--- config.mk ---
export PLATFORM = sky130hd
export DESIGN_NAME = gpsel_top
export DESIGN_NICKNAME = d
export VERILOG_FILES = /design/src/logic/gpsel_pkg.sv /design/src/logic/gpsel_ctl_if.sv /design/src/logic/gpsel_mux.sv /design/src/logic/gpsel_regs.sv /design/src/logic/gpsel_top.sv
export VERILOG_INCLUDE_DIRS = /design/src /design/src/logic
export SDC_FILE = /design/constraint.sdc
export NUM_CORES = 1
export LEC_CHECK = 0
export ABC_AREA = 0
export BUFFER_PORTS_ARGS = -buffer_cell sky130_fd_sc_hd__buf_2
export CAP_MARGIN = 15
export CORE_AREA = 2 2 87 89
export CTS_BUF_LIST = sky130_fd_sc_hd__clkbuf_8 sky130_fd_sc_hd__clkbuf_16
export CTS_CLUSTER_SIZE = 24
export DETAILED_ROUTE_END_ITERATION = 8
export DIE_AREA = 0 0 89 91
export PLACE_DENSITY_LB_ADDON = 0.08
export REMOVE_ABC_BUFFERS = 1
export SLEW_MARGIN = 20
export SYNTH_ARGS = -nofsm -noshare
export SYNTH_HDL_FRONTEND = slang
export SYNTH_SLANG_ARGS = --single-unit
--- constraint.sdc ---
create_clock -name i_mclk -period 2 [get_ports i_mclk]
set_input_delay 0.3 -clock i_mclk [delete_from_list [all_inputs] [get_ports i_mclk]]
set_output_delay 0.3 -clock i_mclk [all_outputs]
set_load 0.01 [all_outputs]
--- src/logic/gpsel_params.svh ---
// Purpose: offsets, field positions and reset values of the pin selector
// Assumes: 8-bit register port, byte addressed
// Notes:   definitions only
`ifndef GPSEL_PARAMS_SVH
`define GPSEL_PARAMS_SVH
`define GPSEL_ADDR_W        8
`define GPSEL_OFS_PIN5_CTL  8'h15
`define GPSEL_OFS_PIN0_VAL  8'h20
`define GPSEL_OFS_STATUS    8'h21
`define GPSEL_CTL_RESET     8'h00
`define GPSEL_PIN0_RESET    8'h00
`define GPSEL_BIT_EN        0
`define GPSEL_BIT_VAL       1
`define GPSEL_SRC_LSB       2
`define GPSEL_SRC_MSB       4
`define GPSEL_SEL_LSB       5
`define GPSEL_SEL_MSB       7
`endif

--- src/logic/gpsel_pkg.sv ---
// Purpose: types of the pin selector
// Assumes: nothing
// Notes:   code values fixed by the control register layout
package gpsel_pkg;
  typedef enum logic [2:0]
  {
    GPSEL_SRC_RX0  = 3'h0,
    GPSEL_SRC_RX1  = 3'h1,
    GPSEL_SRC_RX2  = 3'h2,
    GPSEL_SRC_RX3  = 3'h3,
    GPSEL_SRC_DEV  = 3'h4,
    GPSEL_SRC_RSVD = 3'h5,
    GPSEL_SRC_TX0  = 3'h6,
    GPSEL_SRC_TX1  = 3'h7
  } gpsel_src_e;
  typedef logic [2:0] gpsel_sel_t;
endpackage

--- src/logic/gpsel_ctl_if.sv ---
// Purpose: carries control fields from register file to the selector
// Assumes: single clock domain
// Notes:   none
`timescale 1ns/10ps
`default_nettype none
interface gpsel_ctl_if;
  import gpsel_pkg::*;
  gpsel_src_e src;
  gpsel_sel_t sel;
  logic       out_val;
  logic       pin0_val;
  modport regs (output src, output sel, output out_val, output pin0_val);
  modport mux  (input src, input sel, input out_val, input pin0_val);
endinterface
`default_nettype wire

--- src/logic/gpsel_mux.sv ---
// Purpose: combinational signal selection for one pin
// Assumes: all inputs already synchronised
// Notes:   reserved codes give 0
`timescale 1ns/10ps
`default_nettype none
module gpsel_mux
  import gpsel_pkg::*;
(
  gpsel_ctl_if.mux          ctl,
  input  wire logic [15:0]  i_rx_gpio,
  input  wire logic [3:0]   i_rx_lock,
  input  wire logic [3:0]   i_rx_pass,
  input  wire logic [3:0]   i_rx_fv,
  input  wire logic [3:0]   i_rx_lv,
  input  wire logic [3:0]   i_rx_en,
  input  wire logic         i_frame_sync_signal,
  input  wire logic [1:0]   i_tx_pass_and,
  input  wire logic [1:0]   i_tx_pass_or,
  input  wire logic [1:0]   i_tx_fv,
  input  wire logic [1:0]   i_tx_lv,
  input  wire logic [1:0]   i_tx_sync,
  input  wire logic [1:0]   i_tx_irq,
  output logic              o_sel
);
  wire logic [1:0] rx_idx = ctl.src[1:0];
  wire logic       tx_idx = ctl.src[0];
  wire logic [7:0] rx_vec = {i_rx_lv[rx_idx], i_rx_fv[rx_idx],
                             i_rx_pass[rx_idx], i_rx_lock[rx_idx],
                             i_rx_gpio[{rx_idx, 2'h3}],
                             i_rx_gpio[{rx_idx, 2'h2}],
                             i_rx_gpio[{rx_idx, 2'h1}],
                             i_rx_gpio[{rx_idx, 2'h0}]};
  // disabled ports drop out: OR ignores them, AND treats them as passing
  wire logic       any_lock = |(i_rx_lock & i_rx_en);
  wire logic       all_pass = &(i_rx_pass | ~i_rx_en);
  wire logic [7:0] dev_vec = {3'h0, i_frame_sync_signal, 1'h0, all_pass,
                              any_lock, ctl.pin0_val};
  wire logic [7:0] tx_vec = {2'h0, i_tx_irq[tx_idx], i_tx_sync[tx_idx],
                             i_tx_lv[tx_idx], i_tx_fv[tx_idx],
                             i_tx_pass_or[tx_idx],
                             i_tx_pass_and[tx_idx]};
  always_comb
  begin
    case (ctl.src)
      GPSEL_SRC_RX0, GPSEL_SRC_RX1, GPSEL_SRC_RX2, GPSEL_SRC_RX3:
        o_sel = rx_vec[ctl.sel];
      GPSEL_SRC_DEV:
        o_sel = dev_vec[ctl.sel];
      GPSEL_SRC_TX0, GPSEL_SRC_TX1:
        o_sel = tx_vec[ctl.sel];
      default:
        o_sel = 1'h0;
    endcase
  end
endmodule
`default_nettype wire

--- src/logic/gpsel_regs.sv ---
// Purpose: control register file of the pin selector
// Assumes: one-cycle strobes, never both at once
// Notes:   read data valid only the cycle after the read strobe
`timescale 1ns/10ps
`default_nettype none
`include "gpsel_params.svh"
module gpsel_regs
  import gpsel_pkg::*;
(
  input  wire logic                     i_mclk,
  input  wire logic                     i_rst_n,
  input  wire logic [`GPSEL_ADDR_W-1:0] i_addr,
  input  wire logic [7:0]               i_wdata,
  input  wire logic                     i_wr,
  input  wire logic                     i_rd,
  input  wire logic                     i_pin_level,
  gpsel_ctl_if.regs                     ctl,
  output logic [7:0]                    o_ctl,
  output logic [7:0]                    o_rdata
);
  logic [7:0] ctl_q;
  logic       pin0_q;
  logic [7:0] rdata_q;
  wire logic  hit_ctl  = i_addr == `GPSEL_OFS_PIN5_CTL;
  wire logic  hit_pin0 = i_addr == `GPSEL_OFS_PIN0_VAL;
  wire logic  hit_stat = i_addr == `GPSEL_OFS_STATUS;
  // unmapped addresses read zero and ignore writes
  wire logic [7:0] rd_mux = hit_ctl  ? ctl_q :
                            hit_pin0 ? {7'h00, pin0_q} :
                            hit_stat ? {7'h00, i_pin_level} : 8'h00;
  always_ff @(posedge i_mclk or negedge i_rst_n)
  begin
    if (!i_rst_n)
    begin
      ctl_q   <= `GPSEL_CTL_RESET;
      pin0_q  <= 1'b0;
      rdata_q <= 8'h00;
    end
    else
    begin
      if (i_wr && hit_ctl)
        ctl_q <= i_wdata;
      if (i_wr && hit_pin0)
        pin0_q <= i_wdata[0];
      rdata_q <= i_rd ? rd_mux : 8'h00;
    end
  end
  assign ctl.src      = gpsel_src_e'(ctl_q[`GPSEL_SRC_MSB:`GPSEL_SRC_LSB]);
  assign ctl.sel      = ctl_q[`GPSEL_SEL_MSB:`GPSEL_SEL_LSB];
  assign ctl.out_val  = ctl_q[`GPSEL_BIT_VAL];
  assign ctl.pin0_val = pin0_q;
  assign o_ctl        = ctl_q;
  assign o_rdata      = rdata_q;
endmodule
`default_nettype wire

--- src/logic/gpsel_top.sv ---
// Purpose: output selector for general-purpose pin 5
// Assumes: source signals come from other domains and are synchronised here
// Notes:   pin value is registered, three cycles behind the source inputs (two synchroniser flops, one output flop)
//
// Contract
// - source field bits 4:2 picks rx port 0-3, device status, or tx 0/1.
// - rx source with select 0-3 forwards that port's remote gpio 0-3.
// - rx source with select 4/5 outputs the port's lock/pass.
// - rx source with select 6/7 outputs the port's frame/line valid.
// - device source with select 0 outputs the pin0 local value bit.
// - device source with select 1 outputs OR of lock of enabled ports.
// - device source with select 2 outputs AND of pass of enabled ports.
// - device source with select 4 outputs frame sync; 5-7 reserved.
// - tx source with select 0/1 outputs AND/OR of selected rx status.
// - tx source with select 2/3 outputs frame/line being sent.
// - tx source with select 4/5 outputs synchronised/interrupt.
// - bit 1 holds the local output value.
// - bit 0 enables the pin driver.
// - the control register at 0x15 resets to 0x00.
`timescale 1ns/10ps
`default_nettype none
`include "gpsel_params.svh"
module gpsel_top
  import gpsel_pkg::*;
#(
  parameter int SYNC_W = 49
)
(
  input  wire logic                     i_mclk,
  input  wire logic                     i_rst_n,
  input  wire logic [`GPSEL_ADDR_W-1:0] i_addr,
  input  wire logic [7:0]               i_wdata,
  input  wire logic                     i_wr,
  input  wire logic                     i_rd,
  output logic [7:0]                    o_rdata,
  input  wire logic [15:0]              i_rx_gpio,
  input  wire logic [3:0]               i_rx_lock,
  input  wire logic [3:0]               i_rx_pass,
  input  wire logic [3:0]               i_rx_fv,
  input  wire logic [3:0]               i_rx_lv,
  input  wire logic [3:0]               i_rx_en,
  input  wire logic                     i_frame_sync_signal,
  input  wire logic [1:0]               i_tx_pass_and,
  input  wire logic [1:0]               i_tx_pass_or,
  input  wire logic [1:0]               i_tx_fv,
  input  wire logic [1:0]               i_tx_lv,
  input  wire logic [1:0]               i_tx_sync,
  input  wire logic [1:0]               i_tx_irq,
  output logic                          o_pin5_out,
  output logic                          o_pin5_oe
);
  if (SYNC_W != 49)
  begin : g_bad_sync_w
    $error("SYNC_W must equal the number of source inputs");
  end

  gpsel_ctl_if ctl ();

  logic [7:0]        ctl_q;
  logic [SYNC_W-1:0] meta_q;
  logic [SYNC_W-1:0] sync_q;
  logic              pin_q;
  logic              oe_q;
  logic              sel;

  // async sources pass two flops; vector is sliced back out below
  wire logic [SYNC_W-1:0] raw = {i_rx_gpio, i_rx_lock, i_rx_pass, i_rx_fv,
                                 i_rx_lv, i_rx_en, i_frame_sync_signal,
                                 i_tx_pass_and, i_tx_pass_or, i_tx_fv,
                                 i_tx_lv, i_tx_sync, i_tx_irq};
  wire logic [15:0] s_rx_gpio = sync_q[48:33];
  wire logic [3:0]  s_rx_lock = sync_q[32:29];
  wire logic [3:0]  s_rx_pass = sync_q[28:25];
  wire logic [3:0]  s_rx_fv   = sync_q[24:21];
  wire logic [3:0]  s_rx_lv   = sync_q[20:17];
  wire logic [3:0]  s_rx_en   = sync_q[16:13];
  wire logic        s_fsync   = sync_q[12];
  wire logic [1:0]  s_tx_pand = sync_q[11:10];
  wire logic [1:0]  s_tx_por  = sync_q[9:8];
  wire logic [1:0]  s_tx_fv   = sync_q[7:6];
  wire logic [1:0]  s_tx_lv   = sync_q[5:4];
  wire logic [1:0]  s_tx_sync = sync_q[3:2];
  wire logic [1:0]  s_tx_irq  = sync_q[1:0];
  wire logic        en        = ctl_q[`GPSEL_BIT_EN];

  always_ff @(posedge i_mclk or negedge i_rst_n)
  begin
    if (!i_rst_n)
    begin
      meta_q <= '0;
      sync_q <= '0;
    end
    else
    begin
      meta_q <= raw;
      sync_q <= meta_q;
    end
  end

  gpsel_regs u_regs
  (
    .i_mclk      (i_mclk),
    .i_rst_n     (i_rst_n),
    .i_addr      (i_addr),
    .i_wdata     (i_wdata),
    .i_wr        (i_wr),
    .i_rd        (i_rd),
    .i_pin_level (pin_q),
    .ctl         (ctl.regs),
    .o_ctl       (ctl_q),
    .o_rdata     (o_rdata)
  );

  gpsel_mux u_mux
  (
    .ctl                 (ctl.mux),
    .i_rx_gpio           (s_rx_gpio),
    .i_rx_lock           (s_rx_lock),
    .i_rx_pass           (s_rx_pass),
    .i_rx_fv             (s_rx_fv),
    .i_rx_lv             (s_rx_lv),
    .i_rx_en             (s_rx_en),
    .i_frame_sync_signal (s_fsync),
    .i_tx_pass_and       (s_tx_pand),
    .i_tx_pass_or        (s_tx_por),
    .i_tx_fv             (s_tx_fv),
    .i_tx_lv             (s_tx_lv),
    .i_tx_sync           (s_tx_sync),
    .i_tx_irq            (s_tx_irq),
    .o_sel               (sel)
  );

  // data forced low while disabled so nothing leaks when re-enabled
  always_ff @(posedge i_mclk or negedge i_rst_n)
  begin
    if (!i_rst_n)
    begin
      pin_q <= 1'b0;
      oe_q  <= 1'b0;
    end
    else
    begin
      oe_q  <= en;
      pin_q <= en & sel;
    end
  end

  assign o_pin5_out = pin_q;
  assign o_pin5_oe  = oe_q;
endmodule
`default_nettype wire

==> flow_summary_export.csv <==
group,metric,value,unit
run_status,status,"complete, no violations",
worst_setup_path,critPathSlowestCell,"mux4_2",
clock_network,numCtsBuffers,17,
detailed_routing,first_iter_violations,115,
power,power.density,1070,nW/µm²
clock_network,cts.sinks,117,
clock_network,cts_tree,"done",
worst_setup_path,path_max_fanout,15,
detailed_routing,drt_wl_total,6750,µm
global_routing,grt_pass1_vias,2314,
floorplan,dieArea,8100,µm²
sta,setup_viol,0,
worst_setup_path,critPathLaunchType,"register",
global_routing,grt_pass1_wl,11000,µm
power,ir_worst_vdd,0.000909,V
worst_setup_path,max_stage_delay,500,ps
global_routing,grt_max_degree,44,
power,netSwitchingFraction,21.7,%
worst_setup_path,cp_top_family,"compound AO/OA/AOI/OAI gates",
floorplan,placementRows,31,
worst_setup_path,path_depth,6,
detailed_routing,via_per_inst,4.71,
clock_network,postCtsSetupRepairBufs,0,
worst_setup_path,path_buf_inv,1,
detailed_routing,first_pass_iters,4,
clock_network,ctsHtreeMaxLevel,4,
sta,hold_violations,0,
detailed_routing,wl_per_cell,14.8,µm
logic_synthesis,async_flop_share,100,%
clock_network,worst_skew_pair.late_latency,510,ps
logic_synthesis,netlist_area,3710,µm²
final_layout,antenna_cells,0,
final_layout,final_cell_mix,"dfrtp_1 (117), buf_2 (77), dlygate4sd3_1 (50), clkbuf_16 (16), mux2_2 (11)",
sta,tns,0,ps
global_routing,overflow,0,
floorplan,fp.dieW,89,µm
logic_synthesis,synth_ff_type,"dfrtp_1",
worst_setup_path,path_cells,"buf_12 -> mux4_2 -> a22oi_1 -> o311ai_1 -> a211oi_1 -> a31oi_1",
sta,post-route-period-util,89.0,%
sta,rsz0062_at_grt,"false",
clock_network,clock_path_buffers,2,
worst_setup_path,r2r_cells,6,
final_layout,final_util,75.0,%
worst_setup_path,worstSetupPathType,"register to register",
worst_setup_path,crit_required,2390,ps
logic_synthesis,synthCells,197,
logic_synthesis,ys_ff_latch,117,
place,io_buffers,78,
final_layout,areaGrowthSynthToFinish,44.4,%
detailed_routing,antenna_left,0,
place,dp_hpwl,3850,µm
sta,maxSlewHeadroom,66.6,%
logic_synthesis,ys_seq_area_share,79.0,%
place,place_area,4270,µm²
final_layout,layout-drive-gt1-share,39.2,%
detailed_routing,num_vias,2147,
worst_setup_path,cp-end-kind,"register",
sta,timing.hold.ws,29.9,ps
sta,drv_slew,0,
global_routing,grtUsageTotal,19.0,%
sta,worst-slew-pin-transition,501,ps
sta,skew,3.27,ps
final_layout,layout_commonest_cell,"dfrtp_1",
sta,fmax,0.562,GHz
worst_hold_path,hold_path.class,"primary input to register",
logic_synthesis,synth-edff-count,0,
logic_synthesis,syn_avg_cell_area,18.8,µm²
clock_network,clk_pin_slew,60,ps
power,switchingPower,0.00125,W
final_layout,final_cell_area,5350,µm²
global_routing,grt_antenna_before_repair,0,
power,leakagePower,2.51,nW
floorplan,dieHeight,91,µm
floorplan,start_util,51.9,%
detailed_routing,post-route-drc-count,0,
logic_synthesis,ys.warnings.count,0,
worst_hold_path,hold_path_depth,2,
flow_run,max-cap-violations,0,
power,pwr-share-seq,44.2,%
sta,layout_min_cycle_time,1780,ps
power,p_int,0.00448,W
floorplan,core_area,7140,µm²
final_layout,nNetsFinal,413,
power,clkPwrFrac,50.5,%
final_layout,fillers,455,
power,p_comb_share,5.3,%
floorplan,io_pins,79,
clock_network,root_buffer,"clkbuf_8",
logic_synthesis,synth.distinct_cells,37,
worst_setup_path,arrival,2170,ps
place,routabilityCongestion,0.725,
[power by group through the flow]
stage	Combinational, W	Clock, W	Sequential (W)
floorplan	0.0000760	0	0.00256
global placement	0.000227	0	0.00257
detailed placement	0.000230	0	0.00257
CTS	0.000305	0.00294	0.00253
global route	0.000336	0.00307	0.00254
finish	0.000303	0.00289	0.00253
[layer usage]
layer / GRT usage [%] / up-vias / routed length, µm / part of all wire, %
met1: 23.7 / 1067 / 2860 / 42
met2: 29.7 / 76 / 3410 / 51
met4: 7.84 / 0 / 86 / 1.3
met5: 0 / - / 0 / 0
met3: 7.18 / 9 / 392 / 5.8
li1: - / 995 / - / -
[through the flow]
step,std cells,worst slack [ps],power [W]
floorplan,191,7.31,0.00263
global placement,374,238,0.00280
detailed placement,374,215,0.00280
CTS,456,207,0.00578
global route,456,54.3,0.00595
finish,456,219,0.00573
[cell usage after synthesis (2+ instances only)]
library cell | n | area share [%]
and3_1 | 7 | 1.2
buf_6 | 2 | 0.61
clkbuf_1 | 4 | 0.41
dfrtp_1 | 117 | 79
inv_1 | 3 | 0.30
mux2_2 | 11 | 3.3
mux2i_1 | 3 | 0.81
mux4_2 | 9 | 5.5
nand2_1 | 2 | 0.20
nand2b_1 | 4 | 0.68
nand3b_1 | 2 | 0.41
nand4b_1 | 3 | 0.71
nor2b_1 | 3 | 0.51
nor3_1 | 3 | 0.41
nor3b_1 | 2 | 0.41
[flip-flops by register name (all words and copies together) (netlist names)]
register and flops:
u_regs.ctl.pin0_val 1, u_regs.o_rdata 8, o_pin5_oe 1, sync_q 49, meta_q 49, o_pin5_out 1, u_regs.o_ctl 8
[worst reg2reg max path, stage by stage (launching register included)]
cell	delay, ps
dfrtp_1	390
buf_12	170
mux4_2	510
a22oi_1	180
o311ai_1	120
a211oi_1	230
a31oi_1	60
[final cells by class]
| type | instances | area (µm²) | area share [%] |
|---|---|---|---|
| well taps | 99 | 124 | 2.32 |
| clock buffers | 18 | 428 | 8.00 |
| multi-input cells | 71 | 729 | 13.6 |
| clock inverters | 14 | 154 | 2.88 |
| repair buffers | 134 | 976 | 18.2 |
| flip-flops and latches | 117 | 2930 | 54.7 |
| inverters | 3 | 11.3 | 0.210 |
[path summary, 6_finish.rpt]
kind	startpoint	slack, ps	endpoint
setup / recovery	u_regs.o_ctl[2]	220	o_pin5_out
hold / removal	i_wdata[1]	30	u_regs.o_ctl[1]
setup reg to reg	u_regs.o_ctl[2]	220	o_pin5_out
hold reg to reg	meta_q[17]	350	sync_q[17]
max in group asynchronous	i_rst_n	1130	u_regs.o_rdata[6]
min in group asynchronous	i_rst_n	300	u_regs.o_ctl[1]
[kinds of logic (layout without fill, tap and decap cells)]
kind of cell / count (synthesis) / count (layout) / synth area share (%)
multiplexers: 24 / 24 / 10.0
flip-flops: 117 / 117 / 79.0
AND/OR/NAND/NOR: 33 / 33 / 6.62
buffers and inverters: 9 / 169 / 1.32
AO/OA/AOI/OAI: 14 / 14 / 3.04
[repair_timing]
item                                   CTS  global route
endpoints found under the hold margin   83             0
hold buffers                            50             0
gates resized for setup                  0             0
No activity file was read; power rests on OpenSTA's default activity.
